`src/common/ssg_defines.svh`:
```
// Constants for the superframe sync and guard timing block
// ****************************************************************
// ****************************************************************
`ifndef SSG_DEFINES_SVH
`define SSG_DEFINES_SVH

// Widths
`define SSG_TW            20
`define SSG_AW            8
`define SSG_DW            32
`define SSG_SLOT_W        8
`define SSG_MISS_W        4

// Clock and time base
`define SSG_CLK_NS        100
`define SSG_RES_NS        1000
`define SSG_RES_CYC       ((`SSG_RES_NS + `SSG_CLK_NS - 1) / `SSG_CLK_NS)
`define SSG_SF_TICKS_DEF  65536
`define SSG_TOL_PPM       20
`define SSG_LOST_LIMIT    3
`define SSG_MAX_STEP      4
`define SSG_ALIGN_ERR_MUL 2
`define SSG_DRIFT_MUL     2
`define SSG_PPM_SCALE     1000000
`define SSG_SIFS_NS       2500
`define SSG_SIFS_TICKS    ((`SSG_SIFS_NS + `SSG_RES_NS - 1) / `SSG_RES_NS)
`define SSG_SLOT_TICKS    100
`define SSG_BP_SLOTS      16
`define SSG_BP_END        (`SSG_SLOT_TICKS * `SSG_BP_SLOTS)

// Register offsets
`define SSG_REG_CTRL      8'h00
`define SSG_REG_STATUS    8'h04
`define SSG_REG_CORR      8'h08
`define SSG_REG_GUARD     8'h0c
`define SSG_REG_TIME      8'h10

// Control fields and reset value
`define SSG_CTRL_EN       0
`define SSG_CTRL_SEC      1
`define SSG_CTRL_SLAVE    2
`define SSG_CTRL_HIB      3
`define SSG_CTRL_W        4
`define SSG_CTRL_RST      4'h1

// Status fields
`define SSG_ST_FORCED     0
`define SSG_ST_LOCKED     1
`define SSG_ST_PWR_LSB    2
`define SSG_ST_MISS_LSB   4

`endif

```
`src/common/ssg_pkg.sv`:
```
// Types shared by the superframe sync and guard timing block
`include "ssg_defines.svh"
package ssg_pkg;
  typedef logic [`SSG_TW-1:0]        ssg_tick_type;
  typedef logic signed [`SSG_TW-1:0] ssg_off_type;

  // Received beacon report from the PHY front end
  typedef struct packed {
    logic                   valid;
    ssg_tick_type           arrival;
    logic [`SSG_SLOT_W-1:0] slot;
    logic                   from_sec;
    logic                   forced;
    logic                   sig_slot;
  } ssg_bcn_type;

  // Master poll frame timing for slave operation
  typedef struct packed {
    logic         valid;
    ssg_tick_type time_ref;
  } ssg_poll_type;

  // Reservation and availability windows from the scheduler
  typedef struct packed {
    ssg_tick_type rsv_start;
    ssg_tick_type rsv_end;
    ssg_tick_type avail_start;
    ssg_tick_type avail_end;
  } ssg_win_type;

  // Transmit fit query
  typedef struct packed {
    logic         valid;
    ssg_tick_type len;
    ssg_tick_type ack_len;
    logic         imm_ack;
    logic         last_back;
  } ssg_fit_type;

  // Power state, Gray coded along the wake path
  typedef enum logic [1:0] {
    SSG_HIB   = 2'h0,
    SSG_WAIT  = 2'h1,
    SSG_ALIGN = 2'h3,
    SSG_RUN   = 2'h2
  } ssg_pwr_type;
endpackage

```
`src/hw/ssg_top.sv`:
```
// Superframe synchronisation and guard timing for one beaconing device
`include "ssg_defines.svh"
module ssg_top #(
  parameter int SF_TICKS = `SSG_SF_TICKS_DEF
) (
  // Clock and reset
  input  wire logic                  mclk,
  input  wire logic                  rstn,
  // Register port
  input  wire logic [`SSG_AW-1:0]    reg_addr,
  input  wire logic [`SSG_DW-1:0]    reg_wdata,
  input  wire logic                  reg_wr,
  input  wire logic                  reg_rd,
  output logic      [`SSG_DW-1:0]    reg_rdata,
  // Receive side reports
  input  wire ssg_pkg::ssg_bcn_type  bcn_rx,
  input  wire ssg_pkg::ssg_poll_type poll_rx,
  // Scheduler windows and transmit query
  input  wire ssg_pkg::ssg_win_type  win,
  input  wire ssg_pkg::ssg_fit_type  fit_req,
  output logic                       fit_valid,
  output logic                       fit_ok,
  // Timing outputs
  output logic                       rx_listen,
  output logic                       bp_start,
  output logic                       bcn_forced_sync,
  output logic                       bcn_tx_allowed,
  output ssg_pkg::ssg_tick_type      sf_time
);

  // ****************************************************************
  // Derived timing constants
  // ****************************************************************
  localparam ssg_pkg::ssg_tick_type SF_LAST = ssg_pkg::ssg_tick_type'(SF_TICKS - 1);
  localparam ssg_pkg::ssg_tick_type BP_END  = ssg_pkg::ssg_tick_type'(`SSG_BP_END);
  localparam ssg_pkg::ssg_tick_type SLOT_T  = ssg_pkg::ssg_tick_type'(`SSG_SLOT_TICKS);
  localparam ssg_pkg::ssg_tick_type SIFS_T  = ssg_pkg::ssg_tick_type'(`SSG_SIFS_TICKS);
  localparam ssg_pkg::ssg_off_type  STEP_P  = ssg_pkg::ssg_off_type'(`SSG_MAX_STEP);
  localparam ssg_pkg::ssg_off_type  STEP_N  = ssg_pkg::ssg_off_type'(-`SSG_MAX_STEP);
  localparam logic [7:0]            DIV_LAST = 8'(`SSG_RES_CYC - 1);
  localparam logic [`SSG_MISS_W-1:0] LOST_LIM = `SSG_MISS_W'(`SSG_LOST_LIMIT);
  // drift over the alignment interval, rounded up to ticks
  localparam longint ALIGN_IVL = longint'(`SSG_LOST_LIMIT + 1) * longint'(SF_TICKS);
  localparam longint DRIFT_T   = (longint'(`SSG_DRIFT_MUL) * `SSG_TOL_PPM * ALIGN_IVL
                                  + `SSG_PPM_SCALE - 1) / `SSG_PPM_SCALE;
  // guard is alignment error plus drift
  localparam ssg_pkg::ssg_tick_type GUARD_T =
    ssg_pkg::ssg_tick_type'(longint'(`SSG_ALIGN_ERR_MUL) + DRIFT_T);

  // ****************************************************************
  // Reset release
  // ****************************************************************
  logic rst_meta_r;
  logic rst_sync_r;

  // Release is synchronised so all flops leave reset on the same edge
  always_ff @(posedge mclk or negedge rstn) begin
    if (!rstn) begin
      rst_meta_r <= 1'b0;
      rst_sync_r <= 1'b0;
    end else begin
      rst_meta_r <= 1'b1;
      rst_sync_r <= rst_meta_r;
    end
  end

  // ****************************************************************
  // Control register and resolution tick
  // ****************************************************************
  logic [`SSG_CTRL_W-1:0] ctrl_r;
  logic [7:0]             div_r;
  logic                   tick_r;
  logic                   en_w;
  logic                   sec_w;
  logic                   slave_w;
  logic                   hib_w;
  ssg_pkg::ssg_pwr_type   pwr_r;

  assign en_w    = ctrl_r[`SSG_CTRL_EN];
  assign sec_w   = ctrl_r[`SSG_CTRL_SEC];
  assign slave_w = ctrl_r[`SSG_CTRL_SLAVE];
  assign hib_w   = ctrl_r[`SSG_CTRL_HIB];

  // Software writes of the control word
  always_ff @(posedge mclk or negedge rst_sync_r) begin
    if (!rst_sync_r) begin
      ctrl_r <= `SSG_CTRL_RST;
    end else if (reg_wr && reg_addr == `SSG_REG_CTRL) begin
      ctrl_r <= reg_wdata[`SSG_CTRL_W-1:0];
    end
  end

  // one tick per resolution step of the time base
  always_ff @(posedge mclk or negedge rst_sync_r) begin
    if (!rst_sync_r) begin
      div_r  <= 8'h00;
      tick_r <= 1'b0;
    end else if (div_r == DIV_LAST) begin
      div_r  <= 8'h00;
      tick_r <= 1'b1;
    end else begin
      div_r  <= div_r + 8'h01;
      tick_r <= 1'b0;
    end
  end

  // ****************************************************************
  // Superframe counter
  // ****************************************************************
  ssg_pkg::ssg_tick_type sf_cnt_r;
  ssg_pkg::ssg_tick_type sf_end_r;
  logic                  wrap_w;
  logic                  decide_w;

  assign wrap_w   = tick_r && sf_cnt_r >= sf_end_r;
  assign decide_w = tick_r && sf_cnt_r == BP_END;

  // counter zero marks the beacon period start reference
  always_ff @(posedge mclk or negedge rst_sync_r) begin
    if (!rst_sync_r) begin
      sf_cnt_r <= '0;
    end else if (slave_w && poll_rx.valid) begin
      sf_cnt_r <= poll_rx.time_ref;
    end else if (wrap_w) begin
      sf_cnt_r <= '0;
    end else if (tick_r) begin
      sf_cnt_r <= sf_cnt_r + ssg_pkg::ssg_tick_type'(1);
    end
  end

  // ****************************************************************
  // Neighbour offset measurement
  // ****************************************************************
  ssg_pkg::ssg_tick_type expect_w;
  ssg_pkg::ssg_off_type  off_w;
  logic                  use_w;
  logic                  sec_ok_w;

  assign expect_w = ssg_pkg::ssg_tick_type'(bcn_rx.slot) * SLOT_T;
  assign off_w    = ssg_pkg::ssg_off_type'(bcn_rx.arrival - expect_w);
  assign use_w    = bcn_rx.valid && !bcn_rx.sig_slot && en_w && !slave_w
                    && pwr_r != ssg_pkg::SSG_HIB;
  // secondary devices only hear secondary neighbours for timing
  assign sec_ok_w = !sec_w || bcn_rx.from_sec;

  ssg_pkg::ssg_off_type sec_max_r;
  ssg_pkg::ssg_off_type fs_off_r;
  ssg_pkg::ssg_off_type pri_max_r;
  logic                 have_sec_r;
  logic                 have_fs_r;
  logic                 have_pri_r;

  // Per-superframe candidates, cleared at each start reference
  always_ff @(posedge mclk or negedge rst_sync_r) begin
    if (!rst_sync_r) begin
      sec_max_r  <= '0;
      fs_off_r   <= '0;
      pri_max_r  <= '0;
      have_sec_r <= 1'b0;
      have_fs_r  <= 1'b0;
      have_pri_r <= 1'b0;
    end else begin
      if (wrap_w) begin
        have_sec_r <= 1'b0;
        have_fs_r  <= 1'b0;
        have_pri_r <= 1'b0;
      end
      if (use_w && sec_ok_w) begin // A beacon in the wrap cycle wins over the clear
        // slowest secondary kept as largest positive offset
        if (bcn_rx.from_sec && (!have_sec_r || wrap_w || off_w > sec_max_r)) begin
          sec_max_r  <= off_w;
          have_sec_r <= 1'b1;
        end
        if (!bcn_rx.from_sec && bcn_rx.forced && (!have_fs_r || wrap_w)) begin
          fs_off_r  <= off_w;
          have_fs_r <= 1'b1;
        end
        if (!bcn_rx.from_sec && (!have_pri_r || wrap_w || off_w > pri_max_r)) begin
          pri_max_r  <= off_w;
          have_pri_r <= 1'b1;
        end
      end
    end
  end

  // ****************************************************************
  // Neighbour choice and correction
  // ****************************************************************
  ssg_pkg::ssg_off_type sel_w;
  logic                 have_w;
  logic                 forced_w;
  ssg_pkg::ssg_off_type sat_w;

  // Pick the neighbour to follow for this superframe
  always_comb begin
    sel_w    = '0;
    have_w   = 1'b0;
    forced_w = 1'b0;
    if (pwr_r == ssg_pkg::SSG_ALIGN) begin
      // waking device follows slowest clock heard
      have_w = have_sec_r || have_pri_r;
      if (have_sec_r && (!have_pri_r || sec_max_r > pri_max_r)) begin
        sel_w = sec_max_r;
      end else begin
        sel_w = pri_max_r;
      end
      forced_w = !sec_w && have_sec_r;
    end else if (sec_w) begin
      have_w = have_sec_r;
      sel_w  = sec_max_r;
    end else if (have_sec_r) begin
      have_w   = 1'b1;
      sel_w    = sec_max_r;
      forced_w = 1'b1;
    end else if (have_fs_r) begin
      have_w = 1'b1;
      sel_w  = fs_off_r;
    end else begin
      have_w = have_pri_r;
      sel_w  = pri_max_r;
    end
  end

  // saturate the signed step before use
  assign sat_w = (sel_w > STEP_P) ? STEP_P : (sel_w < STEP_N) ? STEP_N : sel_w;

  ssg_pkg::ssg_off_type   corr_r;
  ssg_pkg::ssg_off_type   hist_r;
  logic [`SSG_MISS_W-1:0] miss_r;
  logic                   forced_r;
  logic                   locked_r;

  // Decision at the end of the beacon period, end point moved in place
  always_ff @(posedge mclk or negedge rst_sync_r) begin
    if (!rst_sync_r) begin
      sf_end_r <= SF_LAST;
      corr_r   <= '0;
      hist_r   <= '0;
      miss_r   <= '0;
      forced_r <= 1'b0;
      locked_r <= 1'b0;
    end else if (wrap_w) begin
      sf_end_r <= SF_LAST;
    end else if (decide_w && !slave_w) begin
      forced_r <= forced_w;
      if (have_w) begin
        // positive offset delays start, negative advances it
        // capped step lands before this superframe closes
        sf_end_r <= SF_LAST + ssg_pkg::ssg_tick_type'(sat_w);
        corr_r   <= sat_w;
        hist_r   <= sat_w;
        miss_r   <= '0;
        locked_r <= 1'b1;
      end else if (miss_r < LOST_LIM && locked_r) begin
        // extrapolate from the last measured step
        sf_end_r <= SF_LAST + ssg_pkg::ssg_tick_type'(hist_r);
        corr_r   <= hist_r;
        miss_r   <= miss_r + `SSG_MISS_W'(1);
      end else begin
        corr_r   <= '0;
        locked_r <= 1'b0;
      end
    end
  end

  // ****************************************************************
  // Hibernation wake sequence
  // ****************************************************************
  // after hibernation a full aligning superframe precedes any beacon; reset starts in SSG_RUN
  always_ff @(posedge mclk or negedge rst_sync_r) begin
    if (!rst_sync_r) begin
      pwr_r <= ssg_pkg::SSG_RUN;
    end else if (hib_w) begin
      pwr_r <= ssg_pkg::SSG_HIB;
    end else begin
      case (pwr_r)
        ssg_pkg::SSG_HIB:   pwr_r <= ssg_pkg::SSG_WAIT;
        ssg_pkg::SSG_WAIT:  if (wrap_w) pwr_r <= ssg_pkg::SSG_ALIGN;
        ssg_pkg::SSG_ALIGN: if (wrap_w) pwr_r <= ssg_pkg::SSG_RUN;
        ssg_pkg::SSG_RUN:   pwr_r <= ssg_pkg::SSG_RUN;
        default:            pwr_r <= ssg_pkg::SSG_HIB;
      endcase
    end
  end

  // ****************************************************************
  // Listen windows and transmit fit check
  // ****************************************************************
  logic                  lis_w;
  ssg_pkg::ssg_tick_type need_w;
  ssg_pkg::ssg_tick_type ahead_w;

  assign ahead_w = sf_cnt_r + GUARD_T;

  // open the receiver one guard early
  // same guard at beacon period and block edges
  assign lis_w = en_w && pwr_r != ssg_pkg::SSG_HIB && (
                   sf_cnt_r <= BP_END || ahead_w > sf_end_r
                   || (ahead_w >= win.rsv_start && sf_cnt_r < win.rsv_end)
                   || (ahead_w >= win.avail_start && sf_cnt_r < win.avail_end));

  // acked frames add ack and two short spaces
  always_comb begin
    need_w = fit_req.len + SIFS_T + GUARD_T;
    if (fit_req.imm_ack || fit_req.last_back) begin
      need_w = need_w + fit_req.ack_len + SIFS_T + SIFS_T;
    end
  end

  logic fit_valid_r;
  logic fit_ok_r;
  logic lis_r;
  logic bp_start_r;

  // Answers registered so every output leaves a flop
  always_ff @(posedge mclk or negedge rst_sync_r) begin
    if (!rst_sync_r) begin
      fit_valid_r <= 1'b0;
      fit_ok_r    <= 1'b0;
      lis_r       <= 1'b0;
      bp_start_r  <= 1'b0;
    end else begin
      fit_valid_r <= fit_req.valid;
      // start allowed exactly at the block start
      fit_ok_r    <= fit_req.valid && sf_cnt_r >= win.rsv_start
                     && sf_cnt_r + need_w <= win.rsv_end;
      lis_r       <= lis_w;
      bp_start_r  <= wrap_w;
    end
  end

  // ****************************************************************
  // Register read port
  // ****************************************************************
  logic [`SSG_DW-1:0] rdata_r;
  logic [`SSG_DW-1:0] status_w;

  always_comb begin
    status_w = '0;
    status_w[`SSG_ST_FORCED] = forced_r;
    status_w[`SSG_ST_LOCKED] = locked_r;
    status_w[`SSG_ST_PWR_LSB +: 2] = pwr_r;
    status_w[`SSG_ST_MISS_LSB +: `SSG_MISS_W] = miss_r;
  end

  // Read data stands for the one cycle after the strobe; unmapped reads zero
  always_ff @(posedge mclk or negedge rst_sync_r) begin
    if (!rst_sync_r) begin
      rdata_r <= '0;
    end else if (reg_rd) begin
      case (reg_addr)
        `SSG_REG_CTRL:   rdata_r <= `SSG_DW'(ctrl_r);
        `SSG_REG_STATUS: rdata_r <= status_w;
        `SSG_REG_CORR:   rdata_r <= `SSG_DW'(signed'(corr_r));
        `SSG_REG_GUARD:  rdata_r <= `SSG_DW'(GUARD_T);
        `SSG_REG_TIME:   rdata_r <= `SSG_DW'(sf_cnt_r);
        default:         rdata_r <= '0;
      endcase
    end else begin
      rdata_r <= '0;
    end
  end

  // Beacon flags registered apart from the decision logic
  logic bcn_fs_r;
  logic bcn_ok_r;

  always_ff @(posedge mclk or negedge rst_sync_r) begin
    if (!rst_sync_r) begin
      bcn_fs_r <= 1'b0;
      bcn_ok_r <= 1'b0;
    end else begin
      // force-aligned flag carried in every beacon
      bcn_fs_r <= forced_r;
      bcn_ok_r <= en_w && pwr_r == ssg_pkg::SSG_RUN;
    end
  end

  assign reg_rdata       = rdata_r;
  assign fit_valid       = fit_valid_r;
  assign fit_ok          = fit_ok_r;
  assign rx_listen       = lis_r;
  assign bp_start        = bp_start_r;
  assign bcn_forced_sync = bcn_fs_r;
  assign bcn_tx_allowed  = bcn_ok_r;
  assign sf_time         = sf_cnt_r;

endmodule // ssg_top

```
`config.mk`:
```
export PLATFORM = sky130hd
export DESIGN_NAME = ssg_top
export DESIGN_NICKNAME = d
export VERILOG_FILES = /design/src/common/ssg_pkg.sv /design/src/hw/ssg_top.sv
export VERILOG_INCLUDE_DIRS = /design/src /design/src/common
export SDC_FILE = /design/constraint.sdc
export NUM_CORES = 1
export LEC_CHECK = 0
export ABC_AREA = 1
export BUFFER_PORTS_ARGS = -buffer_cell sky130_fd_sc_hd__buf_2
export CAP_MARGIN = 20
export CORE_ASPECT_RATIO = 1.4
export CORE_MARGIN = 3
export CORE_UTILIZATION = 38
export DETAILED_ROUTE_END_ITERATION = 8
export GPL_ROUTABILITY_DRIVEN = 0
export GPL_TIMING_DRIVEN = 0
export PLACE_DENSITY_LB_ADDON = 0.3
export SYNTH_ARGS = -nofsm -noshare
export SYNTH_HDL_FRONTEND = slang
export SYNTH_SLANG_ARGS = --single-unit
```
`constraint.sdc`:
```
create_clock -name mclk -period 6.65 [get_ports mclk]
set_clock_uncertainty 0.1 [all_clocks]
set_input_delay 0.3325 -clock mclk [delete_from_list [all_inputs] [get_ports mclk]]
set_output_delay 0.3325 -clock mclk [all_outputs]
set_load 0.01 [all_outputs]
```
==> reports/summary.json <==
{
  "power": {
    "power.static_leakage_nw": 11.9,
    "vdd_ir_drop_max_uv": 145,
    "power-per-cell-area_mw_per_mm2": 197,
    "p_total_mw": 4.38
  },
  "critical_path": {
    "timing.critical_path.from_type": "input pin",
    "reg2reg_from": "sf_time[4]",
    "critPathArrivalTime_ns": 6.59,
    "cell_with_the_biggest_individual_delay_on_the_critical_path": "sky130_fd_sc_hd__fa_1",
    "timing.critical_path.from": "bcn_rx[5]",
    "r2r_setup_slack_ns": 0.34,
    "timing.critical_path.to_type": "flip-flop",
    "crit_type": "in -> reg",
    "regToRegEndpoint": "rx_listen",
    "peak_per_stage_delay_on_the_critical_path_ns": 0.46,
    "timing.critical_path.mode_cell": "sky130_fd_sc_hd__ha_1",
    "worst-path-max-fanout": 10,
    "ff2ff_path_depth": 17,
    "worst_path_required_ns": 6.89,
    "crit_path_end": "pri_max_r[16]"
  },
  "layout": {
    "finish.net_count": 3449,
    "fin_area_mm2": 0.0222,
    "final_layout_size_suffix_gt1_share_pct": 15.2,
    "post_layout_nonfiller_instances": 3553,
    "final_common_cell": "sky130_fd_sc_hd__nand2_1",
    "final_cell_mix": "sky130_fd_sc_hd__nand2_1 (497), sky130_fd_sc_hd__inv_1 (391), sky130_fd_sc_hd__ha_1 (321), sky130_fd_sc_hd__buf_2 (258), sky130_fd_sc_hd__o21ai_0 (194)",
    "area_growth_syn_to_layout_pct": 16.2
  },
  "sta": {
    "max_freq_ghz": 0.157,
    "final-max-slew-violation-count": 0,
    "period_minus_slack_ns": 6.35,
    "report.final.hold_viol_count": 0,
    "timing.slew.headroom_pct": 24.5,
    "final_critical_path_setup_slack_ns": 0.300,
    "layout_worst_path_cycle_share_pct": 95.5,
    "finalSetupViolCount": 0,
    "worstMarginPinSlew_ns": 1.13
  },
  "detailed_routing": {
    "detail_route.wirelength_mm": 66.3,
    "routedWlPerCell_um": 18.7,
    "drt-vias-per-instance": 5.43,
    "route.antenna.remaining_nets": 0,
    "initialDrtViolationCount": 1204,
    "drc": 0,
    "first_pass_iters": 5,
    "num_vias": 19300
  },
  "yosys": {
    "ys_dominant_reg_cell": "sky130_fd_sc_hd__dfrtp_1",
    "number_of_enable_type_register_cells_in_the_synthesized_netlist": 0,
    "synthesis.instances": 2604,
    "yosys_register_bits": 193,
    "synth.avg_cell_area_um2": 7.35,
    "synthesis.nets": 3154,
    "async_flop_share_pct": 100,
    "ys_warn_count": 0,
    "syn_area_mm2": 0.0191,
    "ys_seq_area_share_pct": 25.4,
    "post_synth_num_cell_types": 63
  },
  "placed_design": {
    "postPlaceCellArea_mm2": 0.0213,
    "dpl.hpwl_mm": 54.6,
    "dp.cells": 3495,
    "placement.io_buffers": 249,
    "pre_cts_slack_ns": -0.981
  },
  "global_routing": {
    "grtUsageTotal_pct": 24.4,
    "grt_first_pass_wirelength_mm": 103,
    "overflow": 0,
    "grt_pass1_vias": 19800,
    "grt_start_max_net_pins": 65,
    "antenna_found_initial": 2
  },
  "cts": {
    "cts_max_level": 4,
    "cts_num_sinks": 193,
    "clock_root_cell": "sky130_fd_sc_hd__clkbuf_16",
    "clk_pin_slew_ns": 0.07,
    "clockBufferDepth": 2,
    "cts_tree": "done",
    "clock_insertion_delay_worst_skew_ns": 0.46,
    "cts_buffers": 17
  },
  "floorplan": {
    "pin_count": 278,
    "placeableCoreArea_mm2": 0.0494,
    "floorplan.initialDensity_pct": 38.7,
    "num_rows": 96,
    "fp.dieArea_mm2": 0.0531,
    "fp.dieH_um": 271,
    "dieWidth_um": 196
  },
  "min_path": {
    "holdCritStartpoint": "reg_wdata[0]",
    "hold_removal_path_class": "in -> reg"
  },
  "run_status": {
    "outcome": "complete, no violations"
  },
  "run": {
    "cap_viol_max_count": 0
  }
}
==> through the flow <==
step	hold slack (ns)	util, %	TNS, ns
floorplan	-0.0631	-	0
global placement	0.0179	42.9	-284.18
detailed placement	0.0214	43.1	-32.18
CTS	0.0114	44.5	-0.0232
global route	0.0174	45.0	-0.498
finish	0.0157	45.0	0
==> registers in the layout, indices dropped and copies added (netlist names), 2 cells and up <==
name       cells
ctrl_r         4
hist_r        20
miss_r         4
div_r          8
pwr_r          2
sf_end_r      20
sf_time       20
sec_max_r     20
fs_off_r      20
reg_rdata     21
pri_max_r     20
corr_r        20
==> how the worst min path moves through the flow <==
| stage | end | slack (ns) | cells past startpoint |
|---|---|---|---|
| global placement | rst_meta_r | 0.02 | 1 |
| finish | ctrl_r[0] | 0.02 | 3 |
| detailed placement | rst_meta_r | 0.02 | 1 |
| global route | have_pri_r | 0.02 | 2 |
| CTS | have_pri_r | 0.01 | 2 |
| floorplan | rst_meta_r | -0.06 | 0 |
==> worst max-delay path, delay by kind of cell <==
kind | cells | cell delay [ns]
buffers and inverters | 4 | 0.72
AOI/OAI and AO/OA | 10 | 1.97
and+or+nand+nor | 9 | 1.19
adders and majority gates | 6 | 2.07
xor gates and xnor gates | 2 | 0.28
==> cells by family after synthesis <==
kind of cell             share of synthesized area, %
XOR/XNOR                                         3.98
buffers and inverters                            9.86
multiplexers                                    0.235
AO/OA/AOI/OAI                                    17.0
adder cells (fa/ha/maj)                          21.8
AND/OR/NAND/NOR                                  21.8
other                                          0.0196
flip-flops                                       25.4
==> power by group <==
group | internal [mW] | switching, mW | total, mW
clock network | 0.566 | 0.493 | 1.06
logic | 0.769 | 1.25 | 2.02
registers | 1.21 | 0.0849 | 1.29
total | 2.55 | 1.83 | 4.38
==> timing repair <==
action | CTS | global route
setup endpoints to repair | 41 | 41
buffers inserted | 4 | 12
hold endpoints to repair | 8 | 0
hold buffers | 6 | 0
gates resized for setup | 12 | 45
pin swaps | 1 | 9
==> metal layers <==
metal / routed length (um) / track usage (%)
met5: 0 / 0
met4: 5260 / 17.1
met3: 3520 / 3.31
met2: 34200 / 45.8
met1: 23400 / 24.4
==> synthesized netlist by cell type (5+ instances only) <==
cell,n,share of area (%)
sky130_fd_sc_hd__a21boi_0,6,0.24
sky130_fd_sc_hd__nand2_1,500,9.8
sky130_fd_sc_hd__nand3_1,134,3.5
sky130_fd_sc_hd__buf_2,7,0.18
sky130_fd_sc_hd__o221ai_1,16,0.73
sky130_fd_sc_hd__clkinv_1,7,0.14
sky130_fd_sc_hd__ha_1,324,21
sky130_fd_sc_hd__nor2_1,176,3.5
sky130_fd_sc_hd__nor3_1,31,0.81
sky130_fd_sc_hd__dfstp_2,18,2.5
sky130_fd_sc_hd__o21ai_0,199,5.2
sky130_fd_sc_hd__a211oi_1,13,0.51
sky130_fd_sc_hd__buf_4,13,0.51
sky130_fd_sc_hd__o21ai_1,7,0.18
sky130_fd_sc_hd__o21bai_1,13,0.51
sky130_fd_sc_hd__a31oi_1,22,0.72
sky130_fd_sc_hd__fa_1,6,0.63
sky130_fd_sc_hd__a21oi_1,183,4.8
sky130_fd_sc_hd__nor4_1,12,0.39
sky130_fd_sc_hd__nand2_4,6,0.35
sky130_fd_sc_hd__nand3b_1,6,0.24
sky130_fd_sc_hd__nand3_2,7,0.37
sky130_fd_sc_hd__a2111oi_0,5,0.23
sky130_fd_sc_hd__o21ai_2,11,0.50
sky130_fd_sc_hd__nand2_2,7,0.23
sky130_fd_sc_hd__a221oi_1,8,0.37
sky130_fd_sc_hd__clkbuf_1,50,0.98
sky130_fd_sc_hd__xor2_1,72,3.3
sky130_fd_sc_hd__inv_1,393,7.7
sky130_fd_sc_hd__nor2_2,14,0.46
sky130_fd_sc_hd__o22ai_1,19,0.62
sky130_fd_sc_hd__o211ai_1,22,0.86
sky130_fd_sc_hd__or2_2,8,0.26
sky130_fd_sc_hd__dfrtp_1,175,23
sky130_fd_sc_hd__a21o_1,9,0.35
sky130_fd_sc_hd__xnor2_1,15,0.69
sky130_fd_sc_hd__nand4_1,38,1.2
==> cell type report <==
cell class | count | area [um2]
clock inverter | 12 | 136
buffer | 73 | 392
multi-input combinational | 1933 | 12500
tap | 637 | 797
clock buffer | 20 | 447
fill | 4980 | 27100
timing repair buffer | 276 | 1520
inverter | 405 | 1530
antenna | 4 | 10.0
sequential | 193 | 4860
Power figures use the tool's default switching activity.
